### src/hw/scm_pkg.sv
// Constants and types shared by the system command manager
package scm_pkg;
  // Register byte offsets
  localparam logic [4:0] SCM_OFS_CMD     = 5'h00;
  localparam logic [4:0] SCM_OFS_ERR     = 5'h04;
  localparam logic [4:0] SCM_OFS_FORCE   = 5'h08;
  localparam logic [4:0] SCM_OFS_KALIVE  = 5'h0c;
  localparam logic [4:0] SCM_OFS_MODE    = 5'h10;
  localparam logic [4:0] SCM_OFS_STAT    = 5'h14;
  localparam logic [4:0] SCM_OFS_IRQ_ST  = 5'h18;
  localparam logic [4:0] SCM_OFS_IRQ_MSK = 5'h1c;
  // Write answer codes shown in the status register
  localparam logic [1:0] SCM_RSP_OK      = 2'h0;
  localparam logic [1:0] SCM_RSP_RDONLY  = 2'h1;
  localparam logic [1:0] SCM_RSP_GENERIC = 2'h2;
  // Command error causes
  localparam logic [15:0] SCM_ERR_NONE     = 16'h0000;
  localparam logic [15:0] SCM_ERR_KALIVE   = 16'd1001;
  localparam logic [15:0] SCM_ERR_UNSAFE   = 16'h0002;
  localparam logic [15:0] SCM_ERR_POWERED  = 16'h0003;
  localparam logic [15:0] SCM_ERR_DONEFAIL = 16'h0004;
  // Operating mode shown while a motion command runs
  localparam logic [7:0]  SCM_MODE_TUNING  = 8'h81;
  // Keep-alive timeout
  localparam int          SCM_KALIVE_MS    = 2000;
  localparam int          SCM_CLK_MHZ      = 250;
  localparam int          SCM_KALIVE_CYC   = SCM_KALIVE_MS * 1000 * SCM_CLK_MHZ;
  // Interrupt status bit positions
  localparam int          SCM_IRQ_DONE     = 0;
  localparam int          SCM_IRQ_FAIL     = 1;
  localparam int          SCM_IRQ_KALIVE   = 2;
  localparam int          SCM_IRQ_W        = 3;

  // Drive-side conditions checked for safety
  typedef struct packed {
    logic drive_disabled;
    logic outs_generic;
    logic outs_off;
    logic capture_stopped;
  } scm_safe_type;

  // Command class lookup result
  typedef struct packed {
    logic needs_safety;
    logic needs_kalive;
    logic is_motion;
  } scm_class_type;

  // Avalon-MM slave request
  typedef struct packed {
    logic [4:0]  address;
    logic        read;
    logic        write;
    logic [31:0] writedata;
  } scm_avm_req_type;
endpackage

### src/hw/scm_classify.sv
// Command code classifier for safety and keep-alive needs
`timescale 1ns/1ns
module scm_classify (
  // Command code in
  input  wire logic [15:0]           code,
  // Class out
  output scm_pkg::scm_class_type     cls
);
  import scm_pkg::*;

  // Decode command code into classes
  always_comb begin
    cls = '0;
    unique case (code)
      16'd2200, 16'd2201, 16'd2250, 16'd2300,
      16'd5000, 16'd5001, 16'd5100, 16'd6000,
      16'd8000, 16'd8100: begin
        cls.needs_safety = 1'b1;
      end
      16'd1001, 16'd1002, 16'd1003: begin
        cls.needs_kalive = 1'b1;
        cls.is_motion    = 1'b1;
      end
      16'd1010, 16'd1015, 16'd1020, 16'd1030, 16'd1040, 16'd1050: begin
        cls.needs_kalive = 1'b1;
        cls.is_motion    = 1'b1;
      end
      default: begin
        cls = '0;
      end
    endcase
  end
endmodule

### src/hw/scm_top.sv
// System command manager: accepts, runs and supervises host commands
//
// Register access over Avalon-MM and the register addresses were left to the implementer.
`timescale 1ns/1ns
module scm_top #(
  parameter int KALIVE_CYC = scm_pkg::SCM_KALIVE_CYC
) (
  // Clock and reset
  input  wire logic                   clk,
  input  wire logic                   rst_n,
  // Avalon-MM slave
  input  wire logic [4:0]             avs_address,
  input  wire logic                   avs_read,
  input  wire logic                   avs_write,
  input  wire logic [31:0]            avs_writedata,
  output logic [31:0]                 avs_readdata,
  output logic                        avs_waitrequest,
  // Drive state inputs (pins; safety, done and fail synchronised here)
  input  wire scm_pkg::scm_safe_type  safe_in,
  input  wire logic                   cmd_done_in,
  input  wire logic                   cmd_fail_in,
  input  wire logic                   power_enable_req,
  // Drive control outputs
  output logic                        cmd_start,
  output logic [15:0]                 cmd_active_code,
  output logic                        force_safety,
  output logic                        power_enable_ok,
  output logic                        cmd_abort,
  output logic [7:0]                  operating_mode_readback,
  // Interrupt
  output logic                        irq
);
  import scm_pkg::*;

  typedef enum logic [1:0] {ST_IDLE, ST_FORCE, ST_RUN} scm_state_type;

  typedef struct packed {
    scm_state_type           st;
    logic [15:0]             cmd;
    logic [15:0]             err;
    logic                    force_en;
    logic [7:0]              mode_sel;
    logic [1:0]              rsp;
    logic [31:0]             kcnt;
    logic [SCM_IRQ_W-1:0]    ist;
    logic [SCM_IRQ_W-1:0]    imsk;
    logic [31:0]             rdata;
    logic                    wait_n;
    logic                    start;
    logic                    abort;
    logic                    pwr_ok;
    logic                    irq;
    logic [5:0]              s1;
    logic [5:0]              s2;
  } scm_reg_type;

  scm_reg_type   r_q;
  scm_reg_type   r_d;
  scm_class_type new_cls;
  scm_class_type run_cls;
  scm_safe_type  safe_s;
  logic          done_s;
  logic          fail_s;
  logic          pwr_req_s;

  // Class of written code and of the running code
  scm_classify u_cls_new (
    .code (avs_writedata[15:0]),
    .cls  (new_cls)
  );
  scm_classify u_cls_run (
    .code (r_q.cmd),
    .cls  (run_cls)
  );

  // Synchronised pin views, read only from the second stage; power request taken straight from its pin
  assign safe_s    = r_q.s2[5:2];
  assign done_s    = r_q.s2[1];
  assign fail_s    = r_q.s2[0];
  assign pwr_req_s = power_enable_req;

  // Next-state logic
  always_comb begin
    logic acc;
    logic wr;
    logic rd;
    logic safe_ok;
    acc     = 1'b0;
    wr      = 1'b0;
    rd      = 1'b0;
    safe_ok = 1'b0;
    r_d       = r_q;
    r_d.s1    = {safe_in, cmd_done_in, cmd_fail_in};
    r_d.s2    = r_q.s1;
    r_d.start = 1'b0;
    r_d.abort = 1'b0;
    // One wait cycle per access: answer on the second edge.
    // Read data is loaded at the first edge so it stands at the taking edge
    acc = (avs_read || avs_write) && !r_q.wait_n;
    wr  = avs_write && r_q.wait_n;
    rd  = avs_read && !r_q.wait_n;
    r_d.wait_n = acc;
    safe_ok = safe_s.drive_disabled && safe_s.outs_generic &&
              safe_s.outs_off && safe_s.capture_stopped;

    // Command progress
    unique case (r_q.st)
      ST_IDLE: begin
      end
      ST_FORCE: begin
        if (safe_ok) begin
          r_d.st    = ST_RUN;
          r_d.start = 1'b1;
        end
      end
      ST_RUN: begin
        if (run_cls.needs_kalive) begin
          r_d.kcnt = r_q.kcnt + 32'd1;
        end
        if (run_cls.needs_kalive && r_q.kcnt >= 32'(KALIVE_CYC)) begin
          r_d.st    = ST_IDLE;
          r_d.cmd   = '0;
          r_d.err   = SCM_ERR_KALIVE;
          r_d.abort = 1'b1;
          r_d.ist[SCM_IRQ_KALIVE] = 1'b1;
        end else if (done_s) begin
          // code returns to zero on finish
          r_d.st  = ST_IDLE;
          r_d.cmd = '0;
          r_d.err = fail_s ? SCM_ERR_DONEFAIL : SCM_ERR_NONE;
          r_d.ist[SCM_IRQ_DONE] = 1'b1;
          if (fail_s) begin
            r_d.ist[SCM_IRQ_FAIL] = 1'b1;
          end
        end
      end
    endcase

    // Register writes
    if (wr) begin
      unique case (avs_address)
        SCM_OFS_CMD: begin
          if (r_q.st != ST_IDLE) begin
            r_d.rsp = SCM_RSP_RDONLY;
          end else if (avs_writedata[15:0] == '0) begin
            r_d.rsp = SCM_RSP_OK;
          end else if (new_cls.needs_safety && !safe_ok &&
                       !r_q.force_en) begin
            r_d.rsp = SCM_RSP_GENERIC;
            r_d.err = SCM_ERR_UNSAFE;
          end else begin
            r_d.rsp  = SCM_RSP_OK;
            r_d.cmd  = avs_writedata[15:0];
            r_d.err  = SCM_ERR_NONE;
            r_d.kcnt = '0;
            if (new_cls.needs_safety && !safe_ok) begin
              r_d.st = ST_FORCE;
            end else begin
              r_d.st    = ST_RUN;
              r_d.start = 1'b1;
            end
          end
        end
        SCM_OFS_FORCE: begin
          r_d.force_en = avs_writedata[0];
        end
        SCM_OFS_KALIVE: begin
          if (r_q.st == ST_RUN && avs_writedata[15:0] == r_q.cmd &&
              r_d.st == ST_RUN) begin
            r_d.kcnt = '0;
          end
        end
        SCM_OFS_MODE: begin
          if (!(r_q.st != ST_IDLE && run_cls.is_motion)) begin
            r_d.mode_sel = avs_writedata[7:0];
          end
        end
        SCM_OFS_IRQ_ST: begin
          // Write one to clear; new events set above win on bits that were clear
          r_d.ist = (r_q.ist & ~avs_writedata[SCM_IRQ_W-1:0]) |
                    (r_d.ist & ~r_q.ist);
        end
        SCM_OFS_IRQ_MSK: begin
          r_d.imsk = avs_writedata[SCM_IRQ_W-1:0];
        end
        default: begin
        end
      endcase
    end

    // Register reads; unmapped reads return zero
    r_d.rdata = '0;
    if (rd) begin
      unique case (avs_address)
        SCM_OFS_CMD:     r_d.rdata = {16'h0000, r_q.cmd};
        SCM_OFS_ERR:     r_d.rdata = {16'h0000, r_q.err};
        SCM_OFS_FORCE:   r_d.rdata = {31'h0, r_q.force_en};
        SCM_OFS_MODE:    r_d.rdata = {24'h0, r_q.mode_sel};
        SCM_OFS_STAT:    r_d.rdata = {27'h0, r_q.st, r_q.rsp, safe_ok};
        SCM_OFS_IRQ_ST:  r_d.rdata = {29'h0, r_q.ist};
        SCM_OFS_IRQ_MSK: r_d.rdata = {29'h0, r_q.imsk};
        default:         r_d.rdata = '0;
      endcase
    end

    // no power enable while code nonzero
    r_d.pwr_ok = pwr_req_s && (r_d.cmd == '0);
    r_d.irq    = |(r_d.ist & r_d.imsk);
  end

  // State register
  always_ff @(posedge clk or negedge rst_n) begin
    if (!rst_n) begin
      r_q <= '0;
    end else begin
      r_q <= r_d;
    end
  end

  // Outputs from flip-flops, except avs_waitrequest, force_safety and operating_mode_readback, which are decoded
  assign avs_readdata    = r_q.rdata;
  assign avs_waitrequest = (avs_read || avs_write) && !r_q.wait_n;
  assign cmd_start       = r_q.start;
  assign cmd_active_code = r_q.cmd;
  assign force_safety    = (r_q.st == ST_FORCE);
  assign power_enable_ok = r_q.pwr_ok;
  assign cmd_abort       = r_q.abort;
  assign irq             = r_q.irq;
  // tuning mode shown while motion command runs
  assign operating_mode_readback =
    (r_q.st != ST_IDLE && run_cls.is_motion) ? SCM_MODE_TUNING
                                              : r_q.mode_sel;

  a_code_cleared: assert property (@(posedge clk) disable iff (!rst_n)
    (r_q.st == ST_RUN && done_s && r_d.st == ST_IDLE) |=> (r_q.cmd == '0))
    else $error("command code not cleared");
  a_power_block: assert property (@(posedge clk) disable iff (!rst_n)
    (r_q.cmd != '0) |-> !power_enable_ok)
    else $error("power enable while command busy");
  a_busy_reject: assert property (@(posedge clk) disable iff (!rst_n)
    (avs_write && r_q.wait_n && avs_address == SCM_OFS_CMD &&
     r_q.st != ST_IDLE) |=> (r_q.rsp == SCM_RSP_RDONLY &&
      (r_q.cmd == $past(r_q.cmd) || r_q.cmd == '0)))
    else $error("busy command write not refused");
  a_kalive_err: assert property (@(posedge clk) disable iff (!rst_n)
    (r_q.st == ST_RUN && run_cls.needs_kalive &&
     r_q.kcnt >= 32'(KALIVE_CYC)) |=> (r_q.err == SCM_ERR_KALIVE && cmd_abort))
    else $error("keep-alive timeout not reported");
  a_mode_tuning: assert property (@(posedge clk) disable iff (!rst_n)
    (r_q.st == ST_RUN && run_cls.is_motion) |->
      operating_mode_readback == SCM_MODE_TUNING)
    else $error("mode readback not tuning");
  a_unsafe_rej: assert property (@(posedge clk) disable iff (!rst_n)
    (avs_write && r_q.wait_n && avs_address == SCM_OFS_CMD &&
     r_q.st == ST_IDLE && new_cls.needs_safety && !r_q.force_en &&
     !(safe_s.drive_disabled && safe_s.outs_generic && safe_s.outs_off &&
       safe_s.capture_stopped)) |=>
      (r_q.rsp == SCM_RSP_GENERIC && r_q.err == SCM_ERR_UNSAFE))
    else $error("unsafe command not refused");
  a_accept_run: assert property (@(posedge clk) disable iff (!rst_n)
    ($past(r_q.st) == ST_IDLE && r_q.st == ST_RUN) |-> cmd_start)
    else $error("accepted command did not start");
  a_timer_idle: assert property (@(posedge clk) disable iff (!rst_n)
    (r_q.st == ST_IDLE) |=> ($stable(r_q.kcnt) || r_q.kcnt == '0))
    else $error("keep-alive timer ran while idle");
endmodule

### config.mk
export PLATFORM = sky130hd
export DESIGN_NAME = scm_top
export DESIGN_NICKNAME = d
export VERILOG_FILES = /design/src/hw/scm_pkg.sv /design/src/hw/scm_classify.sv /design/src/hw/scm_top.sv
export SDC_FILE = /design/constraint.sdc
export NUM_CORES = 1
export LEC_CHECK = 0
export BUFFER_PORTS_ARGS = -buffer_cell sky130_fd_sc_hd__buf_2
export CAP_MARGIN = 30
export CORE_ASPECT_RATIO = 0.5
export CORE_UTILIZATION = 35
export DETAILED_ROUTE_END_ITERATION = 8
export SYNTH_ARGS = -nofsm -noshare
export SYNTH_HDL_FRONTEND = slang
export SYNTH_SLANG_ARGS = --single-unit
export TNS_END_PERCENT = 100
### constraint.sdc
create_clock -name clk -period 3.15 [get_ports clk]
set_input_delay 0.63 -clock clk [delete_from_list [all_inputs] [get_ports clk]]
set_output_delay 0.63 -clock clk [all_outputs]
set_load 0.02 [all_outputs]
==> impl_summary.txt <==
----------------------------------------------------
[Floorplanning]
  IO Count ... 110
  Num rows ... 34
  Overall die width ... 193 um
  Effective utilization at floorplan ... 36.2%
  Die area ... 18700 um2
  Placeable core area ... 17600 um2
  Die span in y ... between 90 and 100 um

[Pwr]
  Maximum VDD drop ... roughly 0.43 mV
  Leakage power ... 3.33 nW
  Combinational group share of total power ... 24.3%
  Internal power ... 3.46 mW
  Net load switching power ... 1.77 mW
  Post-route total power ... 5.23 mW
  Clk network pwr share ... 36.7%
  Part of the power in registers ... 39.1%
  Switching share of power ... 33.8%
  Cell area power density ... 694 nW/um2

[STA]
  Total of endpoints with negative setup slack in the final report ... 0
  Final hold viol count ... 0
  Share of the clock period used by the worst path ... a little over nine tenths
  Minimum clock period after layout ... 3.08 ns
  Worst path setup slack after routing ... 0.0740 ns
  Final setup TNS ... 0 ns
  Actual slew at the worst max-slew pin ... approximately 0.63 ns
  Slew Limit Headroom ... 57.8%
  Slew Viols, Final ... 0
  Highest Clock Rate ... 0.325 GHz
  Fin Clk Skew ... between 0.009 and 0.01 ns
  Setup repair after global routing missed its margin ... false

[Place]
  I/O Buffers ... 77
  Cell area after placement ... just under 7000 um2
  Pre-CTS setup slack ... -0.129 ns
  Hpwl dp ... 11.2 mm
  Routability congestion estimate ... ~0.88

[Final layout]
  Antenna diode instance count ... 0
  Summed area of non-filler cells in the final layout ... 7540 um2
  Final-stage net count ... 735
  Most frequent cells in the layout ... 112 x dfrtp_1, 75 x buf_2, 46 x nor2_1, 42 x xnor2_1, 36 x buf_4
  Most common cell after layout, fill and taps aside ... dfrtp_1
  Proportion of layout cells with a drive suffix above 1 ... 31.8%
  Relative area change from synthesis to final layout ... 18.6%

[Logic synthesis]
  Unique masters post-synth ... 72
  Post-synth top flop ... dfrtp_1
  Area of the mapped netlist ... 6360 um2
  Average instance area after synthesis ... 10.4 um2
  Number of register bits inferred by synthesis ... about 120
  Synthesis warning total ... 0
  Async S/R FF share, synth ... 100%
  Count of mapped cells out of synthesis ... 613
  Count of flip-flops with a built-in enable after synthesis ... 0
  Sequential area share after synthesis ... between 40% and 50%

[Worst setup path]
  CP Launch Type ... flip-flop
  Critical path fanouts, max ... 5
  Stage delay of the slowest cell on the critical path ... 0.57 ns
  R2r worst-path depth ... 10
  Worst setup path category ... flip-flop to output pin
  Chain of cells forming the critical path ... or4_4, nor4_4, o21ai_2, a21oi_2, buf_6, or2_2, buf_4
  Crit path arrival time ... 2.45 ns
  Kind of cell with the highest combined delay on the critical path ... simple AND/OR/NAND/NOR gates
  Crit path max-delay cell type ... or4_4
  Required time of the worst setup path ... 2.52 ns
  Buffering stage count on the worst path with inverters included ... 2
  WP depth ... 7
  Critical path capture point type ... output pin

[Run status]
  Violated checks ... DRC
  Status ... finished, violations left

[Global routing]
  Maximum number of pins on one net before global-route repair ... 73
  Initial antenna violation count ... 0
  Global routing usage summed across all routing layers ... around 19%
  Global route overflow ... 0
  Global-route wire length before repair ... 26.4 mm
  Via count of the first global-routing pass ... 4888

[Detailed routing]
  Number of design rule violations left after detail routing ... 4
  Total wire length ... between 15 and 20 mm
  Number of routed nets with antenna violations ... 0
  Iteration-0 DRC Markers ... 282
  Overall via count from detail_route ... 4835
  Routed wirelength normalized by instance count ... 17.4 um
  Count of TritonRoute iterations in the first routing pass ... 7
  Via density per instance ... ~5.2

[Clock tree]
  TritonCTS clock tree ... built
  Hold-fix buffers, CTS ... 0
  Clock Pin Slew Worst Setup and Hold Paths ... 0.06 ns
  H-tree depth ... 4
  Max Buffers Root-to-Sink ... 2
  TritonCTS buffer count ... 17
  Worst-Skew Late Latency ... around 0.43 ns
  Number of sinks handled by clock tree synthesis ... about 120
  Cell chosen for the clock root ... clkbuf_16

[Flow run]
  Maxcap violations ... 0

[Worst hold path]
  HP Class ... input pin to async pin

----------------------------------------------------
## through the flow
step	hold slack (ns)	cells	util [%]
3_5_place_dp	0.335	892	39.2
6_report	0.217	929	42.9
5_1_grt	0.254	929	42.9
2_1_floorplan	0.331	628	-
4_1_cts	0.233	928	42.7
3_3_place_gp	0.332	891	39.1
## path summary, 6_finish.rpt
check | endpoint | from | slack (ns)
worst max-delay path | operating_mode_readback[0] | cmd_active_code[11]$_DFF_PN0_ | 0.07
worst min-delay path | r_q[16]$_DFF_PN0_ | rst_n | 0.22
worst max register to register | r_q[68]$_DFF_PN0_ | cmd_active_code[4]$_DFF_PN0_ | 0.27
worst min register to register | r_q[2]$_DFF_PN0_ | r_d[2]$_DFF_PN0_ | 0.34
max in group asynchronous | cmd_active_code[11]$_DFF_PN0_ | rst_n | 2.13
min in group clk | r_d[0]$_DFF_PN0_ | cmd_fail_in | 0.31
## logic make-up after synthesis
family | share of synthesized area (%)
AOI/OAI and AO/OA | 11.8
xor gates and xnor gates | 6.61
adders and majority gates | 0.984
buffers and inverters | 9.47
DFF | 45.7
muxes | 2.46
other | 0.0590
and+or+nand+nor | 23.0
## power by group through the flow
stage          clock, mW  combinational [mW]  sequential (mW)
5_1_grt             2.02                1.39             2.08
6_report            1.92                1.27             2.04
4_1_cts             1.95                1.27             2.04
3_3_place_gp           0                1.21             2.05
2_1_floorplan          0               0.992             1.97
3_5_place_dp           0                1.24             2.06
## cell type report
class,instances,area [um2]
Tap cell,234,293
Multi-Input combinational cell,415,2940
Clock inverter,14,155
Fill cell,1728,10000
Sequential cell,116,2910
Clock buffer,18,429
Timing Repair Buffer,117,757
Inverter,15,56.3
## metal layers
layer | vias up | part of all wire, % | global-route usage, %
met2 | 103 | 47 | 28.3
li1 | 2277 | - | -
met5 | - | 0 | 0
met1 | 2436 | 48 | 25.3
met3 | 19 | 3.9 | 5.02
met4 | 0 | 1.1 | 6.06
## cells in the mapped netlist (all sizes together), types with 2 or more instances
master,count,area [um2]
dfrtp,116,2900
buf,65,482
nor3,51,405
nor2,48,180
xnor2,42,368
nand2,26,97.6
nand3,22,110
a22oi,21,171
a21oi,18,90.1
a22o,17,150
clkbuf,17,63.8
inv,15,56.3
mux2,13,146
and2,12,76.3
nand4,12,90.1
and3,10,62.6
nor4,9,71.3
o21ai,9,48.8
nor2b,8,50.1
or2,6,37.5
xor2,6,52.6
ha,5,62.6
or4,5,41.3
a222oi,4,40.0
o21a,4,30.0
a211oi,3,22.5
a31oi,3,18.8
and4,3,26.3
nand4b,3,26.3
or3,3,18.8
or4b,3,30.0
a21o,2,15.0
and3b,2,17.5
and4b,2,20.0
nand2b,2,12.5
nor4b,2,17.5
or3b,2,17.5
## timing repair
item / CTS / global route
cloned: 1 / 0
pin swaps: 2 / 2
setup endpoints to repair: 8 / 8
gates resized for setup: 7 / 6
setup buffers: 3 / 2
## registers in the layout, indices dropped and copies added, names as in the netlist
register,count
cmd_active_code,16
fail_s,1
done_s,1
r_d,6
power_enable_ok,1
cmd_abort,1
irq,1
avs_readdata,16
r_q,72
cmd_start,1
Power figures use the tool's default switching activity.
